==> src/verilog/cpu_ctl_pkg.sv <==
// Package: constants, types and register map of the control/wide-add core
package cpu_ctl_pkg;

	// ====================================================================
	// Register map (byte addresses, one aligned 32-bit word each)
	localparam logic [7:0] CTRL_OFS   = 8'h00;
	localparam logic [7:0] STATUS_OFS = 8'h04;
	localparam logic [7:0] FLAGS_OFS  = 8'h08;
	localparam logic [7:0] HL_OFS     = 8'h0C;
	localparam logic [7:0] BC_OFS     = 8'h10;
	localparam logic [7:0] DE_OFS     = 8'h14;
	localparam logic [7:0] SP_OFS     = 8'h18;
	localparam logic [7:0] IPAGE_OFS  = 8'h1C;
	localparam logic [7:0] PC_OFS     = 8'h20;

	// Field positions and reset values
	localparam int          CTRL_RUN_BIT = 0;
	localparam logic [7:0]  FLAGS_RST    = 8'h00;
	localparam logic [15:0] PAIR_RST     = 16'h0000;
	localparam logic [7:0]  IPAGE_RST    = 8'h00;
	localparam logic [1:0]  MODE_RST     = 2'h0;
	localparam logic        RUN_RST      = 1'b0;

	// ====================================================================
	// Opcodes
	localparam logic [7:0] OP_CARRY_CPL = 8'h3F;
	localparam logic [7:0] OP_CARRY_SET = 8'h37;
	localparam logic [7:0] OP_IDLE      = 8'h00;
	localparam logic [7:0] OP_SUSPEND   = 8'h76;
	localparam logic [7:0] OP_IRQ_OFF   = 8'hF3;
	localparam logic [7:0] OP_IRQ_ON    = 8'hFB;
	localparam logic [7:0] OP_PREFIX    = 8'hED;
	localparam logic [7:0] OP_MODE0     = 8'h46;
	localparam logic [7:0] OP_MODE1     = 8'h56;
	localparam logic [7:0] OP_MODE2     = 8'h5E;
	localparam logic [7:0] PAIR_MASK    = 8'hCF;
	localparam logic [7:0] OP_ADD_PAT   = 8'h09;
	localparam logic [7:0] OP_ADC_PAT   = 8'h4A;

	// Interrupt modes and the fixed restart target
	localparam logic [1:0]  MODE_0      = 2'h0;
	localparam logic [1:0]  MODE_1      = 2'h1;
	localparam logic [1:0]  MODE_2      = 2'h2;
	localparam logic [15:0] RESTART_ADR = 16'h0038;

	// ====================================================================
	// Timing: one T state is one core_clk cycle (4 ns)
	localparam int         CLK_PERIOD_NS = 4;
	localparam int         T_M1          = 4;
	localparam int         T_ADD         = 11;
	localparam int         T_ADC         = 15;
	localparam logic [3:0] EXTRA_ADD     = 4'(T_ADD - T_M1);
	localparam logic [3:0] EXTRA_ADC     = 4'(T_ADC - 2 * T_M1);
	localparam logic [3:0] M1_LAST       = 4'(T_M1 - 2);

	// ====================================================================
	// Types
	typedef enum logic [2:0] {
		ST_M1    = 3'b000,
		ST_DEC   = 3'b001,
		ST_EXTRA = 3'b010,
		ST_ACK   = 3'b011,
		ST_TBL   = 3'b100
	} state_e;

	typedef struct packed {
		logic s;
		logic z;
		logic b5;
		logic h;
		logic b3;
		logic pv;
		logic n;
		logic c;
	} flags_s;

	typedef struct packed {
		logic [15:0] sum;
		logic        h;
		logic        c;
		logic        v;
	} add_res_s;

endpackage

==> src/verilog/wide_adder.sv <==
// Sixteen-bit adder with carry-in giving half-carry, carry and overflow
`timescale 1ns/1ns
module wide_adder
	import cpu_ctl_pkg::*;
(
	// Operands
	input  wire logic [15:0] a,
	input  wire logic [15:0] b,
	input  wire logic        cin,
	// Result
	output add_res_s         res
);

	logic [12:0] low_sum;
	logic [16:0] full_sum;

	always_comb begin
		low_sum  = {1'b0, a[11:0]} + {1'b0, b[11:0]} + {12'h000, cin};
		full_sum = {1'b0, a} + {1'b0, b} + {16'h0000, cin};
		res.sum  = full_sum[15:0];
		res.h    = low_sum[12];
		res.c    = full_sum[16];
		res.v    = (a[15] == b[15]) && (full_sum[15] != a[15]);
	end

endmodule // wide_adder

==> src/verilog/cpu_ctl_core.sv <==
// Control-instruction and wide-add execution core with APB register access
//
// Functional notes
// - Opcode 3F inverts carry, clears subtract, keeps S Z PV, four T states.
// - Carry complement copies the old carry into half-carry.
// - Opcode 37 sets carry, clears half-carry and subtract, four T states.
// - Opcode 00 changes nothing and takes four T states.
// - Opcode 76 suspends until an interrupt is taken or reset.
// - While suspended, idle cycles keep running for refresh.
// - Opcode F3 clears both enable flip-flops, masking at once.
// - With enables clear, the interrupt request is ignored.
// - Opcode FB sets both enable flip-flops.
// - No interrupt during the enable opcode or the next instruction.
// - ED 46 selects mode 0; peripheral supplies an instruction.
// - Mode 0 takes the first byte at acknowledge, rest from memory.
// - ED 56 selects mode 1; interrupts restart at 0038h.
// - Mode 2 reads the routine address at page:vector from memory.
// - 00ss1001 adds pair into the wide accumulator, eleven T states.
// - Plain wide add: H from bit 11, C from bit 15, N cleared.
// - ED 01ss1010 adds pair plus carry, fifteen T states.
// - Add with carry also sets S, Z and overflow into PV.
//
// Our own choices: the address map and the APB register port.
`timescale 1ns/1ns
module cpu_ctl_core
	import cpu_ctl_pkg::*;
(
	// Clock and reset
	input  wire logic        core_clk,
	input  wire logic        arst_n,
	// APB slave
	input  wire logic [7:0]  paddr,
	input  wire logic        psel,
	input  wire logic        penable,
	input  wire logic        pwrite,
	input  wire logic [31:0] pwdata,
	output logic      [31:0] prdata,
	output logic             pready,
	output logic             pslverr,
	// Memory read port
	output logic             mem_rd_req,
	output logic      [15:0] mem_rd_addr,
	input  wire logic [7:0]  mem_rd_data,
	input  wire logic        mem_rd_valid,
	// Interrupt request pin and acknowledge
	input  wire logic        irq_req_n,
	output logic             ack_req,
	input  wire logic [7:0]  ack_data,
	input  wire logic        ack_valid,
	// Status
	output logic             halted
);

	// ====================================================================
	// State
	state_e      state;
	logic [3:0]  tcnt;
	logic [7:0]  op;
	logic        got;
	logic        ed_pend;
	logic        irq_enable_ff_primary;
	logic        irq_enable_ff_shadow;
	logic        ei_hold;
	logic [1:0]  mode;
	flags_s      flags;
	logic [15:0] wide_accumulator_pair;
	logic [15:0] bc;
	logic [15:0] de;
	logic [15:0] sp;
	logic [7:0]  ipage;
	logic [15:0] pc;
	logic        run;
	logic [1:0]  tbl_step;
	logic        irq_meta;
	logic        irq_sync;
	logic        irq_take;
	logic        apb_wr;
	logic        rd_hit;
	add_res_s    add_res;

	// ====================================================================
	// Helpers
	function automatic logic mapped(input logic [7:0] adr);
		return adr == CTRL_OFS || adr == STATUS_OFS || adr == FLAGS_OFS ||
			adr == HL_OFS || adr == BC_OFS || adr == DE_OFS ||
			adr == SP_OFS || adr == IPAGE_OFS || adr == PC_OFS;
	endfunction

	function automatic logic [15:0] pair_val(input logic [1:0] ss);
		unique case (ss)
			2'h0: return bc;
			2'h1: return de;
			2'h2: return wide_accumulator_pair;
			2'h3: return sp;
		endcase
	endfunction

	function automatic logic [31:0] read_reg(input logic [7:0] adr);
		unique case (adr)
			CTRL_OFS:   return {31'h0, run};
			STATUS_OFS: return {26'h0, ei_hold, halted,
				irq_enable_ff_shadow, irq_enable_ff_primary, mode};
			FLAGS_OFS:  return {24'h0, flags};
			HL_OFS:     return {16'h0, wide_accumulator_pair};
			BC_OFS:     return {16'h0, bc};
			DE_OFS:     return {16'h0, de};
			SP_OFS:     return {16'h0, sp};
			IPAGE_OFS:  return {24'h0, ipage};
			PC_OFS:     return {16'h0, pc};
			default:    return 32'h0;
		endcase
	endfunction

	// ====================================================================
	// APB answer: one wait-free access phase, data registered in setup
	always_ff @(posedge core_clk or negedge arst_n) begin
		if (!arst_n) begin
			pready  <= 1'b0;
			prdata  <= 32'h0;
			pslverr <= 1'b0;
		end else if (psel && !penable) begin
			pready  <= 1'b1;
			prdata  <= read_reg(paddr);
			pslverr <= !mapped(paddr);
		end else begin
			pready  <= 1'b0;
			pslverr <= 1'b0;
		end
	end

	assign apb_wr = psel && penable && pready && pwrite && mapped(paddr);
	assign rd_hit = mem_rd_req && mem_rd_valid;

	// ====================================================================
	// Interrupt pin synchroniser
	always_ff @(posedge core_clk or negedge arst_n) begin
		if (!arst_n) begin
			irq_meta <= 1'b1;
			irq_sync <= 1'b1;
		end else begin
			irq_meta <= irq_req_n;
			irq_sync <= irq_meta;
		end
	end

	// Request seen only with enables set and outside the enable shadow
	assign irq_take = run && !irq_sync && irq_enable_ff_primary &&
		!ei_hold && !ed_pend;

	wide_adder u_adder (
		.a   (wide_accumulator_pair),
		.b   (pair_val(op[5:4])),
		.cin (ed_pend & flags.c),
		.res (add_res)
	);

	// ====================================================================
	// Sequencer and architectural registers. A software write wins over
	// the hardware update in the same cycle, so stop the core first.
	always_ff @(posedge core_clk or negedge arst_n) begin
		if (!arst_n) begin
			state                 <= ST_M1;
			tcnt                  <= 4'h0;
			op                    <= OP_IDLE;
			got                   <= 1'b0;
			ed_pend               <= 1'b0;
			halted                <= 1'b0;
			irq_enable_ff_primary <= 1'b0;
			irq_enable_ff_shadow  <= 1'b0;
			ei_hold               <= 1'b0;
			mode                  <= MODE_RST;
			flags                 <= FLAGS_RST;
			wide_accumulator_pair <= PAIR_RST;
			bc                    <= PAIR_RST;
			de                    <= PAIR_RST;
			sp                    <= PAIR_RST;
			ipage                 <= IPAGE_RST;
			pc                    <= PAIR_RST;
			run                   <= RUN_RST;
			tbl_step              <= 2'h0;
			mem_rd_req            <= 1'b0;
			mem_rd_addr           <= PAIR_RST;
			ack_req               <= 1'b0;
		end else if (apb_wr) begin
			unique case (paddr)
				CTRL_OFS:  run <= pwdata[CTRL_RUN_BIT];
				FLAGS_OFS: flags <= pwdata[7:0];
				HL_OFS:    wide_accumulator_pair <= pwdata[15:0];
				BC_OFS:    bc <= pwdata[15:0];
				DE_OFS:    de <= pwdata[15:0];
				SP_OFS:    sp <= pwdata[15:0];
				IPAGE_OFS: ipage <= pwdata[7:0];
				PC_OFS:    pc <= pwdata[15:0];
				default:   ;
			endcase
		end else begin
			unique case (state)
				ST_M1: begin
					if (tcnt == 4'h0) begin
						if (irq_take) begin
							state                 <= ST_ACK;
							ack_req               <= 1'b1;
							halted                <= 1'b0;
							irq_enable_ff_primary <= 1'b0;
							irq_enable_ff_shadow  <= 1'b0;
						end else if (run) begin
							tcnt <= 4'h1;
							// Suspended: no fetch, just idle cycles
							if (!halted) begin
								mem_rd_req  <= 1'b1;
								mem_rd_addr <= pc;
								pc          <= pc + 16'h0001;
							end
						end
					end else begin
						if (rd_hit) begin
							mem_rd_req <= 1'b0;
							got        <= 1'b1;
							op         <= mem_rd_data;
						end
						if (tcnt == M1_LAST) begin
							if (halted) begin
								op    <= OP_IDLE;
								state <= ST_DEC;
							end else if (got || rd_hit) begin
								state <= ST_DEC;
							end
						end else begin
							tcnt <= tcnt + 4'h1;
						end
					end
				end
				ST_DEC: begin
					got   <= 1'b0;
					tcnt  <= 4'h0;
					state <= ST_M1;
					ei_hold <= 1'b0;
					if (ed_pend) begin
						ed_pend <= 1'b0;
						if (op == OP_MODE0) begin
							mode <= MODE_0;
						end else if (op == OP_MODE1) begin
							mode <= MODE_1;
						end else if (op == OP_MODE2) begin
							mode <= MODE_2;
						end else if ((op & PAIR_MASK) == OP_ADC_PAT) begin
							wide_accumulator_pair <= add_res.sum;
							flags.s  <= add_res.sum[15];
							flags.z  <= add_res.sum == 16'h0000;
							flags.h  <= add_res.h;
							flags.pv <= add_res.v;
							flags.n  <= 1'b0;
							flags.c  <= add_res.c;
							state    <= ST_EXTRA;
							tcnt     <= EXTRA_ADC - 4'h1;
						end
					end else if (op == OP_CARRY_CPL) begin
						flags.h <= flags.c;
						flags.c <= !flags.c;
						flags.n <= 1'b0;
					end else if (op == OP_CARRY_SET) begin
						flags.c <= 1'b1;
						flags.h <= 1'b0;
						flags.n <= 1'b0;
					end else if (op == OP_SUSPEND) begin
						halted <= 1'b1;
					end else if (op == OP_IRQ_OFF) begin
						irq_enable_ff_primary <= 1'b0;
						irq_enable_ff_shadow  <= 1'b0;
					end else if (op == OP_IRQ_ON) begin
						irq_enable_ff_primary <= 1'b1;
						irq_enable_ff_shadow  <= 1'b1;
						ei_hold               <= 1'b1;
					end else if (op == OP_PREFIX) begin
						ed_pend <= 1'b1;
						ei_hold <= ei_hold;
					end else if ((op & PAIR_MASK) == OP_ADD_PAT) begin
						wide_accumulator_pair <= add_res.sum;
						flags.h <= add_res.h;
						flags.c <= add_res.c;
						flags.n <= 1'b0;
						state   <= ST_EXTRA;
						tcnt    <= EXTRA_ADD - 4'h1;
					end
					// Any other opcode, including 00, passes as idle
				end
				ST_EXTRA: begin
					if (tcnt == 4'h0) begin
						state <= ST_M1;
					end else begin
						tcnt <= tcnt - 4'h1;
					end
				end
				ST_ACK: begin
					if (ack_valid) begin
						ack_req <= 1'b0;
						if (mode == MODE_0) begin
							op    <= ack_data;
							state <= ST_DEC;
						end else if (mode == MODE_1) begin
							pc    <= RESTART_ADR;
							tcnt  <= 4'h0;
							state <= ST_M1;
						end else begin
							mem_rd_req  <= 1'b1;
							mem_rd_addr <= {ipage, ack_data};
							tbl_step    <= 2'h0;
							state       <= ST_TBL;
						end
					end
				end
				ST_TBL: begin
					// Low byte, one idle cycle, then high byte
					unique case (tbl_step)
						2'h0: if (rd_hit) begin
							pc[7:0]    <= mem_rd_data;
							mem_rd_req <= 1'b0;
							tbl_step   <= 2'h1;
						end
						2'h1: begin
							mem_rd_req  <= 1'b1;
							mem_rd_addr <= mem_rd_addr + 16'h0001;
							tbl_step    <= 2'h2;
						end
						2'h2: if (rd_hit) begin
							pc[15:8]   <= mem_rd_data;
							mem_rd_req <= 1'b0;
							tbl_step   <= 2'h0;
							tcnt       <= 4'h0;
							state      <= ST_M1;
						end
						default: tbl_step <= 2'h0;
					endcase
				end
				default: state <= ST_M1;
			endcase
		end
	end

	// ====================================================================
	// Checks
	logic dec_plain;
	assign dec_plain = state == ST_DEC && !ed_pend && !apb_wr;

	ccf_flip_a: assert property (@(posedge core_clk) disable iff (!arst_n)
		dec_plain && op == OP_CARRY_CPL |=> flags.c == !$past(flags.c) &&
		!flags.n && flags.s == $past(flags.s) && flags.pv == $past(flags.pv))
		else $error("carry complement wrong");

	ccf_half_a: assert property (@(posedge core_clk) disable iff (!arst_n)
		dec_plain && op == OP_CARRY_CPL |=> flags.h == $past(flags.c))
		else $error("half-carry not old carry");

	scf_set_a: assert property (@(posedge core_clk) disable iff (!arst_n)
		dec_plain && op == OP_CARRY_SET |=> flags.c && !flags.h && !flags.n)
		else $error("carry set wrong");

	idle_keep_a: assert property (@(posedge core_clk) disable iff (!arst_n)
		dec_plain && op == OP_IDLE |=> $stable(flags) &&
		$stable(wide_accumulator_pair) && state == ST_M1)
		else $error("idle opcode changed state");

	suspend_hold_a: assert property (@(posedge core_clk) disable iff (!arst_n)
		halted && state == ST_DEC && !apb_wr |=> halted)
		else $error("left suspend without interrupt");

	suspend_idle_a: assert property (@(posedge core_clk) disable iff (!arst_n)
		halted && state == ST_M1 && tcnt == 4'h0 && run && !irq_take &&
		!apb_wr |-> ##3 state == ST_DEC && !mem_rd_req)
		else $error("suspended idle cycle broken");

	irq_off_a: assert property (@(posedge core_clk) disable iff (!arst_n)
		dec_plain && op == OP_IRQ_OFF |=> !irq_enable_ff_primary &&
		!irq_enable_ff_shadow)
		else $error("enables not cleared");

	irq_mask_a: assert property (@(posedge core_clk) disable iff (!arst_n)
		state == ST_M1 && !irq_enable_ff_primary |=> state != ST_ACK)
		else $error("masked request accepted");

	irq_on_a: assert property (@(posedge core_clk) disable iff (!arst_n)
		dec_plain && op == OP_IRQ_ON |=> irq_enable_ff_primary &&
		irq_enable_ff_shadow && ei_hold)
		else $error("enables not set");

	ei_shadow_a: assert property (@(posedge core_clk) disable iff (!arst_n)
		state == ST_M1 && ei_hold |=> state != ST_ACK)
		else $error("interrupt inside enable shadow");

	mode1_vec_a: assert property (@(posedge core_clk) disable iff (!arst_n)
		state == ST_ACK && ack_valid && mode == MODE_1 |=> pc == RESTART_ADR)
		else $error("mode 1 target wrong");

	add_sum_a: assert property (@(posedge core_clk) disable iff (!arst_n)
		dec_plain && (op & PAIR_MASK) == OP_ADD_PAT |=>
		wide_accumulator_pair == $past(add_res.sum) && flags.c ==
		$past(add_res.c) && state == ST_EXTRA ##7 state == ST_M1)
		else $error("wide add wrong");

	mode_hold_a: assert property (@(posedge core_clk) disable iff (!arst_n)
		$changed(mode) |-> $past(state) == ST_DEC && $past(ed_pend))
		else $error("mode changed outside select");

endmodule // cpu_ctl_core

==> config.mk <==
export PLATFORM = sky130hd
export DESIGN_NAME = cpu_ctl_core
export DESIGN_NICKNAME = d
export VERILOG_FILES = /design/src/verilog/cpu_ctl_pkg.sv /design/src/verilog/wide_adder.sv /design/src/verilog/cpu_ctl_core.sv
export SDC_FILE = /design/constraint.sdc
export NUM_CORES = 1
export LEC_CHECK = 0
export BUFFER_PORTS_ARGS = -buffer_cell sky130_fd_sc_hd__buf_2
export CAP_MARGIN = 20
export CORE_UTILIZATION = 50
export CTS_CLUSTER_DIAMETER = 50
export DETAILED_ROUTE_END_ITERATION = 16
export PLACE_DENSITY = 0.66
export SLEW_MARGIN = 5
export SYNTH_ARGS = -nofsm -noshare
export SYNTH_HDL_FRONTEND = slang
export SYNTH_SLANG_ARGS = --single-unit
==> constraint.sdc <==
create_clock -name core_clk -period 4.8 [get_ports core_clk]
set_input_delay 0.24 -clock core_clk [delete_from_list [all_inputs] [get_ports core_clk]]
set_output_delay 0.24 -clock core_clk [all_outputs]
set_load 0.03 [all_outputs]
Yosys cells after proc, flatten, opt, wreduce, memory -nomap -nowiden
Cells that the tools add are included.
{ "totals": {"reg_bits": 175, "latch_bits": 0, "mem_bits_rw": 0, "romBits": 0, "in_bits": 64, "output_inout_bits": 53, "word_cells": 397, "mem_count": 0} }
{ "op_classes": {"n_addsub": 8, "multipliers": 0, "n_div": 0, "n_lt_le_gt_ge": 0, "eq_ne": 96, "shifts": 0, "n_mux": 187, "bitwise_logic": 2, "reduce_logical": 70} }
{ "op_table": {"columns": ["op", "n"], "rows": [
  ["$mux W16", 32],
  ["$pmux W16 S9", 1],
  ["$pmux W16 S3", 2],
  ["$mux W3", 29],
  ["$ne A3 B3 Y1 const B", 27],
  ["$mux W8", 10],
  ["$mux W2", 34],
  ["$pmux W16 S4", 1],
  ["$mux W1", 56],
  ["$ne A2 B2 Y1 const B", 24],
  ["$mux W4", 11],
  ["$reduce_and A11 Y1", 4],
  ["$add A16 B1 Y16 const B", 2],
  ["$eq A8 B5 Y1 const B", 4],
  ["$eq A8 B7 Y1 const B", 4],
  ["$eq A8 B6 Y1 const B", 3],
  ["$eq A8 B8 Y1 const B", 3],
  ["$ne A5 B5 Y1 const B", 4],
  ["$pmux W4 S5", 1],
  ["$reduce_and A9 Y1", 2],
  ["$add A16 B16 Y17", 1],
  ["$add A17 B1 Y17", 1],
  ["$eq A8 B4 Y1 const B", 2],
  ["$logic_not A16 Y1", 1],
  ["48 further kinds", 104]
]} }

Depth between registers and ports, before layout
Gate-level depths: netlist of the first run.
{ "logic_depth": {"word_depth": 14, "depth_mapped": 13, "depth_no_buf": 12} }

Hierarchy
Synthesis of the first run repeated with hierarchy kept, for this count alone.
{ "hier_totals": {"hier_cells": 1037, "area_unflattened_um2": 10396.2} }
{ "by_module_without_submodules": {"columns": ["mod", "instances", "cells_each", "area_per_inst_um2", "seq_area_each_um2"], "rows": [
  ["cpu_ctl_core", 1, 943, 9615.5, 3981.3],
  ["wide_adder", 1, 94, 780.7, 0.0]
]} }

Worst setup path before layout of the first run
OpenSTA, ideal clock, no wires.
{ "synth_timing": {"path_type": "register to register", "startpoint": "register op[5]", "endpoint": "register flags[6] (netlist name)", "setup_time_ns": 0.076, "arrival_ns": 3.575, "required_ns": 4.724, "setup_slack_ns": 1.148, "stages_incl_launch_ff": 12, "path_buffers": 1, "period_less_slack_ns": 3.652, "path_cell_list": "dfrtp_1 -> buf_1 -> mux4_2 -> fa_1 -> a21o_1 -> and4_1 -> or4_1 -> a2111oi_0 -> nand4_1 -> nor4b_2 -> nand4_1 -> o21ai_1"} }
{ "synth_between": {"elab_chain_cells": 12, "word_cells_on_any_way": 22, "classes_between": "add/sub (2); eq/ne (9); mux (8); reduce/logical (3)"} }
{ "synth_lines": {"columns": ["item", "line", "source"], "rows": [
  ["start, declared", "cpu_ctl_core.sv:58", "logic [7:0] op;"],
  ["start signal, assigned", "cpu_ctl_core.sv:219", "op <= mem_rd_data;"],
  ["start signal, assigned", "cpu_ctl_core.sv:298", "op <= ack_data;"],
  ["$eq A2 B2 Y1, or another cell as far along", "cpu_ctl_core.sv:90", "unique case (ss)"],
  ["$pmux W16 S4", "cpu_ctl_core.sv:90", null],
  ["$add A16 B16 Y17", "wide_adder.sv:19", "full_sum = {1'b0, a} + {1'b0, b} + {16'h0000, cin};"],
  ["$add A17 B1 Y17", "wide_adder.sv:19", null],
  ["$logic_not A16 Y1", "cpu_ctl_core.sv:249", "flags.z <= add_res.sum == 16'h0000;"],
  ["$mux W2", "cpu_ctl_core.sv:246", "end else if ((op & PAIR_MASK) == OP_ADC_PAT) begin"],
  ["$mux W2", "cpu_ctl_core.sv:244", "end else if (op == OP_MODE2) begin"],
  ["$mux W2", "cpu_ctl_core.sv:242", "end else if (op == OP_MODE1) begin"],
  ["$mux W2", "cpu_ctl_core.sv:240", "if (op == OP_MODE0) begin"],
  ["$mux W2", "cpu_ctl_core.sv:238", "if (ed_pend) begin"],
  ["$mux W2", "cpu_ctl_core.sv:197", "unique case (state)"],
  ["$mux W2", "cpu_ctl_core.sv:184", "end else if (apb_wr) begin"],
  ["end signal, assigned", "cpu_ctl_core.sv:187", "FLAGS_OFS: flags <= pwdata[7:0];"],
  ["end, declared", "cpu_ctl_core.sv:65", "flags_s flags;"]
]} }
Parallel ways exist; a longest one is shown, timed or not. The select of a mux whose other input is x is not followed.
A chain may end at the register's enable or synchronous reset.

Final worst setup path of the first run
{ "layout_timing": {"startpoint": "register op[4]", "endpoint": "register flags[6] (netlist name)"} }
The elaborated chain is that of the path after synthesis.

==> results of run 1 <==
## power by group
part           internal (mW)  switching, mW  leakage, nW
Combinational         0.0282         0.0908         2.73
Sequential              1.34        0.00113         2.10
Clock                  0.895          0.562        0.311
Total                   2.27          0.654         5.15
## repair_timing
| item | 4_1_cts | 5_1_grt |
|---|---|---|
| hold endpoints to repair | 86 | 0 |
| hold buffers | 2 | 0 |
| setup endpoints to repair | 0 | 0 |
## metal layers
layer  vias up  wire (um)
met5         -          0
met4         0        893
met3        70       2450
met2       398      13200
met1      4219      13000
li1       3897          -
## area by class of cell
type	count	area (um2)	share of cell area, %
Clock inverter	11	163	1.47
Tap cell	260	325	2.95
Inverter	23	86.3	0.782
Timing Repair Buffer	106	597	5.41
Sequential cell	159	3980	36.1
Clock buffer	21	460	4.17
Multi-Input combinational cell	764	5430	49.2
## flip-flops by register name (all words and copies together) (netlist names), 2 cells and up
register and flops:
tcnt 4, op 8, wide_accumulator_pair 16, bc 16, prdata 16, state 3
de 16, ipage 8, mem_rd_addr 16, tbl_step 2, pc 16, flags 8
sp 16, mode 2
## logic make-up (layout without fill, tap and decap cells)
logic type,Yosys count,in the layout
AOI/OAI and AO/OA,316,316
and+or+nand+nor,295,295
DFF,159,159
buffers and inverters,95,161
muxes,90,90
xor gates and xnor gates,24,24
adders and majority gates,23,23
other,1,16
## worst paths after layout
kind,endpoint,slack (ns),depth (start not counted)
setup / recovery,flags[6],0.99,10
hold / removal,mem_rd_addr[1],0.09,3
min in group asynchronous,tcnt[3],0.43,2
setup reg to reg,flags[6],0.99,10
max in group asynchronous,prdata[15],3.33,3
hold reg to reg,irq_sync,0.36,0
## cells in the mapped netlist (4+ instances only)
cell type / number / area share (%)
dfrtp_1: 157 / 40
nand2_1: 86 / 3.3
nor2_1: 84 / 3.2
mux2_2: 73 / 8.4
o21ai_0: 61 / 3.1
a21oi_1: 59 / 3.0
a22oi_1: 35 / 2.7
clkbuf_1: 35 / 1.3
nand3_1: 27 / 1.4
a21o_1: 24 / 1.8
a31oi_1: 23 / 1.5
inv_1: 23 / 0.88
ha_1: 21 / 2.7
a22o_1: 20 / 1.8
and3_1: 19 / 1.2
buf_4: 19 / 1.5
mux4_2: 16 / 3.7
a221oi_1: 15 / 1.3
xor2_1: 14 / 1.3
buf_2: 13 / 0.66
a222oi_1: 12 / 1.2
a221o_1: 11 / 1.1
nor3_1: 10 / 0.51
xnor2_1: 10 / 0.89
and2_1: 8 / 0.51
nor4_1: 8 / 0.51
o211ai_1: 8 / 0.61
nand2b_1: 7 / 0.45
o21a_1: 7 / 0.54
nor2b_1: 6 / 0.38
nor3b_1: 6 / 0.46
buf_1: 5 / 0.19
nand4_1: 5 / 0.32
a21boi_0: 4 / 0.31
o31ai_1: 4 / 0.31
or3_1: 4 / 0.26
## worst max-delay path: stages, from the launching register on
cell and delay, ns:
dfrtp_1 0.79, mux4_2 0.60, ha_1 0.30, a21o_1 0.20, and4_1 0.24, or4_1 0.43, a2111oi_0 0.49, nand4_1 0.20
nor4b_2 0.25, nand4_1 0.12, o21ai_1 0.12
==> summary.md, run 1 <==
| Metric | Value |
|---|---|
| CP Capture Type | `register` |
| Placed Cells incl. Taps | `about 1300` |
| Largest net degree at the start of global routing | `90` |
| Tot GR Track Use | `between 30 and 40%` |
| Vias per inst | `about 6.4` |
| Nets | `around 1200` |
| Die Y | `142 um` |
| Number of synthesized flops with an enable pin | `0` |
| Final Hold Slack | `roughly 0.092 ns` |
| CP max FO | `12` |
| RSZ-0062 raised after global routing | `false` |
| First-pass GRT wire length | `around 47000 um` |
| Slew Viols, Final | `0` |
| Simple-gate area share of the yosys netlist | `around 15%` |
| Highest-count cells in the layout ignoring fill and taps | `157 x dfrtp_1, 86 x nand2_1, 84 x nor2_1` |
| Sequential share of the synthesized area | `approximately 40%` |
| Layout area overhead | `12.7%` |
| Pwr Total | `~3 mW` |
| Worst VDD drop | `~250 uV` |
| Syn Area/Cell | `between 9 and 10 um2` |
| Crit path required time | `a little over 5 ns` |
| Final HPWL DP | `between 20000 and 25000 um` |
| Clock Latency Late Sink | `around 0.43 ns` |
| Adder-Cell Fraction of Synth Area | `3.09%` |
| Critical path arrival | `approximately 4.2 ns` |
| Cell Pwr Density | `265 nW/um2` |
| Post-synthesis cell area | `9790 um2` |
| I/O pin cnt | `117` |
| Post-Route Skew | `0.00757 ns` |
| Largest family of logic cells by synthesized area | `compound AO/OA/AOI/OAI gates` |
| Placed inst area | `10400 um2` |
| Final core utilization | `between 50% and 60%` |
| DRT iter0 DRCs | `890` |
| CTS buffer count | `17` |
| Synth cell types | `slightly below 80` |
| Layout cell share with drive strength beyond 1 | `22.3%` |
| Origin of the critical flop-to-flop path | `op[4]` |
| Initial Util | `between 50 and 60%` |
| Mux cell area share after synthesis | `between 10 and 15%` |
| Met1 Track Usage GR | `between 40% and 50%` |
| Drt drc | `0` |
| Post-CTS setup repair buffer count | `0` |
| Maximum buffer depth of the clock tree | `2` |
| WL/cell | `around 22 um` |
| Final Hold Viols | `0` |
| Setup_tns | `0 ns` |
| Crit share post-route | `between 70% and 80%` |
| Worst setup margin | `0.989 ns` |
| Root Buffer | `clkbuf_16` |
| Main synth FF type | `dfrtp_1` |
| Initial antenna violation count | `0` |
| Critical path origin | `op[4]` |
| Post-Synth XOR/XNOR Area | `under 10%` |
| Count of final setup violators | `0` |
| Post-CTS sizing | `0` |
| Die X-Extent | `142 um` |
| CTS tree | `done` |
| Grt total ovfl | `0` |
| Tmin final | `3.81 ns` |
| Row count | `50` |
| Max Cap Viol | `0` |
| Pleak | `between 5 and 6 nW` |
| Min-delay src | `ack_data[1]` |
| Port Buf Inserts | `84` |
| Max_slew headroom | `25.0%` |
| Fmax | `0.262 GHz` |
| Busiest grt layer | `met2` |
| Most common cell after layout, fill and taps aside | `dfrtp_1` |
| Worst setup path category | `reg -> reg` |
| Compound-gate portion of the synthesized area | `between 20% and 30%` |
| Finished Layout Cells | `1344` |
| Register bit count reported by yosys | `159` |
| CORE AREA | `roughly 19000 um2` |
| Number of fill cells | `1718` |
| Cell area after layout | `roughly 11000 um2` |
| Clock sink count | `between 150 and 200` |
| WL final | `between 20000 and 30000 um` |
| Htree depth | `4` |
| Worst hold path type | `in -> reg` |
| Post-Synthesis Cells | `1003` |
| Met3 usage | `under 10%` |
| Die area | `20200 um2` |
| Status | `completed` |
| Slew @ Worst Pin | `about 1.1 ns` |
| Clock slew at reported path FFs | `approximately 0.070 ns` |
| Synthesis Warnings | `0` |
| # diodes | `0` |
| Number of global-route vias before repair | `slightly above 8000` |
| Initial DRT Pass Iterations | `9` |
| Number of routed nets with antenna violations | `0` |
| Post-placement setup slack | `roughly 1.0 ns` |
| Gpl congestion | `roughly 0.91` |
| GR Util met2 | `between 40% and 50%` |
| Vias | `about 8600` |
| Startpoint types | `register` |
| Post-synth ARST share | `100%` |
Power figures use the tool's default switching activity.
==> inputs of run 2 (changes only) <==
--- a/config.mk
+++ b/config.mk
@@ -5,6 +5,7 @@
 export SDC_FILE = /design/constraint.sdc
 export NUM_CORES = 1
 export LEC_CHECK = 0
+export ABC_AREA = 1
 export BUFFER_PORTS_ARGS = -buffer_cell sky130_fd_sc_hd__buf_2
 export CAP_MARGIN = 20
 export CORE_UTILIZATION = 50
==> constraint.sdc (replaced) <==
create_clock -name core_clk -period 3.8 [get_ports core_clk]
set_input_delay 0.19 -clock core_clk [delete_from_list [all_inputs] [get_ports core_clk]]
set_output_delay 0.19 -clock core_clk [all_outputs]
set_load 0.03 [all_outputs]
==> run 2 against run 1 <==
  * Utilization down 0.28 points
  * Routed wire length up 19%
  * Cell area up 7.6%
  * Sequential cell count unchanged
  * Global-route usage up 2.8 points
  * Worst setup slack worse by 0.48 ns
  * Critical path type unchanged
  * Register-to-register slack worse by 0.48 ns
  * Largest cell class unchanged
  * Sequential power up 73%
  * Area after synthesis up 8.2%
==> summary.md, run 2 <==
| Metric | Value |
|---|---|
| Status | `completed` |
| Initial Util | `51.7% (about the same)` |
| Post-synthesis cell area | `10600 um2 (+8.2%)` |
| Register bit count reported by yosys | `159 (unchanged)` |
| Crit-path cells | `inv_1, nor2_1, inv_1, o22ai_1, a21oi_1, a21oi_1, fa_1, inv_1, fa_1, inv_1, nand2_1, nand2_1, nand3_1, nand2_1, nand2_1, nand2_1, nand3_1, nand3_1, nand2_1, o21ai_1, nand2_1, o21ai_0` |
| Row count | `52 (+4.0%)` |
| Crit share post-route | `86.7% (+7.3 points)` |
| Post-CTS sizing | `0 (unchanged)` |
| Layout area overhead | `12.1%` |
| Drt drc | `0 (unchanged)` |
| Most common cell after layout, fill and taps aside | `nand2_1` |
| Cell Pwr Density | `716 nW/um2 (+170%)` |
| Synthesis Warnings | `0 (unchanged)` |
| RSZ-0062 raised after global routing | `false` |
| Fmax | `0.304 GHz (+16%)` |
| Tot GR Track Use | `33.4% (+2.8 points)` |
| Post-synth ARST share | `100% (unchanged)` |
| Post-CTS setup repair buffer count | `0 (unchanged)` |
| I/O pin cnt | `117 (unchanged)` |
| Layout cell share with drive strength beyond 1 | `11.7% (-11 points)` |
| Synth cell types | `54 (-30%)` |
| Yosys top cell area share | `37.1% (-3.0 points)` |
| Crit path required time | `4.16 ns (-1.00 ns)` |
| Post-Synthesis Cells | `1542 (+54%)` |
| CTS buffer count | `17 (unchanged)` |
| Number of global-route vias before repair | `10000 (+23%)` |
| Setup_tns | `0 ns (unchanged)` |
| Most frequent cell on the critical path | `nand2_1` |
| CTS tree | `done` |
| Gpl congestion | `0.956 (+5.4%)` |
| WP buf/inv | `4 (+4)` |
| Critical path arrival | `3.65 ns (-0.53 ns)` |
| FF+latch area | `3980 um2 (unchanged)` |
| Hold Buf Count CTS | `2 (unchanged)` |
| Vias | `10700 (+25%)` |
| Most common cell in the synthesized netlist | `nand2_1` |
| Crit-path leading delay family | `simple AND/OR/NAND/NOR gates` |
| Port Buf Inserts | `84 (unchanged)` |
| # diodes | `0 (unchanged)` |
| Grt total ovfl | `0 (unchanged)` |
| Synth top area cells | `dfrtp_1 37%, nand2_1 16%, o21ai_0 9.2%` |
| Max_slew headroom | `38.3% (+13 points)` |
| Slew @ Worst Pin | `0.925 ns (-0.185 ns)` |
| Sequential share of the synthesized area | `37.6% (-3.1 points)` |
| Worst VDD drop | `685 uV (+170%)` |
| WL final | `35100 um (+19%)` |
| Syn Area/Cell | `6.87 um2 (-30%)` |
| Number of synthesized flops with an enable pin | `0 (unchanged)` |
| Highest-count cells in the layout ignoring fill and taps | `453 x nand2_1, 210 x inv_1, 194 x o21ai_0` |
| Vias per inst | `5.62 (-12%)` |
| Final HPWL DP | `26900 um (+30%)` |
| Area leader, netlist | `dfrtp_1` |
| Worst hold path type | `in -> reg` |
| Area of the multi-input gates | `5490 um2 (+1.2%)` |
| Slew Viols, Final | `0 (unchanged)` |
| Root Buffer | `clkbuf_16` |
| Nets | `1714 (+48%)` |
| Final core utilization | `58.0% (-0.28 points)` |
| Pleak | `6.07 nW (+18%)` |
| Clock sink count | `159 (unchanged)` |
| CP Capture Type | `register` |
| Number of routed nets with antenna violations | `0 (unchanged)` |
| Startpoint types | `register` |
| Die X-Extent | `148 um (+4.0%)` |
| Main synth FF type | `dfrtp_1` |
| Initial DRT Pass Iterations | `6 (-3)` |
| Tmin final | `3.29 ns (-0.518 ns)` |
| First-pass GRT wire length | `55500 um (+19%)` |
| CORE AREA | `20500 um2 (+8.1%)` |
| DRT iter0 DRCs | `976 (+9.7%)` |
| Number of fill cells | `2051 (+19%)` |
| CP peak stage delay | `0.46 ns (-0.33 ns)` |
| Max Cap Viol | `0 (unchanged)` |
| Initial antenna violation count | `0 (unchanged)` |
| Final Hold Viols | `0 (unchanged)` |
| Worst setup path category | `reg -> reg` |
| CP max FO | `7 (-5)` |
| Count of final setup violators | `0 (unchanged)` |
| CP max stage cell | `dfrtp_1` |
| Post-Route Skew | `0.0161 ns (+0.00850 ns)` |
| Htree depth | `4 (unchanged)` |
| Synth top cells by count | `453 x nand2_1, 210 x inv_1, 194 x o21ai_0, 157 x dfrtp_1, 98 x nor2_1` |
| Largest net degree at the start of global routing | `94 (+4.4%)` |
| WL/cell | `18.4 um (-16%)` |
| Die area | `21800 um2 (+8.1%)` |
| Die Y | `148 um (+4.0%)` |
| Maximum buffer depth of the clock tree | `2 (unchanged)` |
| Clock Latency Late Sink | `0.44 ns (about the same)` |
| Clock slew at reported path FFs | `0.07 ns (about the same)` |
==> run 2: area by class of cell <==
cell class | instances | share of cell area [%]
multi-input cells | 1114 | 46.2
flip-flops and latches | 159 | 33.5
inverters | 221 | 7.00
repair buffers | 114 | 5.53
clock buffers | 17 | 3.58
well taps | 270 | 2.84
clock inverters | 15 | 1.31
==> run 2: path summary, 6_finish.rpt <==
path | startpoint | endpoint | slack, ns | depth (start not counted)
min in group asynchronous | arst_n | mem_rd_addr[13] | 0.37 | 2
hold / removal | pwdata[1] | flags[1] | 0.04 | 3
setup reg to reg | op[5] | flags[0] | 0.51 | 22
hold reg to reg | irq_meta | irq_sync | 0.36 | 0
setup / recovery | op[5] | flags[0] | 0.51 | 22
max in group asynchronous | arst_n | wide_accumulator_pair[4] | 2.45 | 3
==> run 2: metal layers <==
metal | share of wire, % | GRT usage [%] | up-vias
met5 | 0 | 0 | -
met4 | 3.1 | 12.7 | 0
met3 | 7.8 | 6.85 | 67
met2 | 45 | 51.8 | 455
met1 | 44 | 46.0 | 5008
li1 | - | - | 5208
==> run 2: kinds of logic (layout without fill, tap and decap cells) <==
logic type | Yosys count | count (layout) | share of synthesized area [%]
compound gates | 365 | 365 | 20.1
xor+xnor | 10 | 10 | 0.827
fa+ha+maj | 23 | 23 | 2.86
buf+inv | 284 | 367 | 11.1
flops | 159 | 159 | 37.6
mux | 1 | 1 | 0.106
other cells | 1 | 16 | 0.0354
simple gates | 699 | 699 | 27.4
==> run 2: where the power goes <==
| group | internal, mW | total, mW | switching, mW |
|---|---|---|---|
| combinational | 1.45 | 4.47 | 3.02 |
| sequential | 2.00 | 2.32 | 0.318 |
| clock | 0.881 | 1.72 | 0.840 |
| total | 4.33 | 8.51 | 4.18 |
==> run 2: worst reg2reg max path: stages (launching register included) <==
cell     delay [ns]
dfrtp_1        0.46
inv_1          0.09
nor2_1         0.14
inv_1          0.08
o22ai_1        0.11
a21oi_1        0.06
a21oi_1        0.21
fa_1           0.33
inv_1          0.10
fa_1           0.43
inv_1          0.09
nand2_1        0.05
nand2_1        0.10
nand3_1        0.10
nand2_1        0.13
nand2_1        0.10
nand2_1        0.11
nand3_1        0.13
nand3_1        0.11
nand2_1        0.07
o21ai_1        0.08
nand2_1        0.06
o21ai_0        0.08
==> run 2: stage by stage <==
stage	power (mW)	instance area [um2]	setup WS (ns)	instances	hold WS, ns
3_5_place_dp	6.73	11300	0.566	1876	0.297
6_report	8.51	11900	0.506	1910	0.0448
3_3_place_gp	6.67	11300	0.643	1876	0.296
2_1_floorplan	5.50	10700	0.756	1557	-0.106
5_1_grt	9.21	11900	0.166	1910	0.0605
4_1_cts	8.47	11900	0.551	1910	0.0378
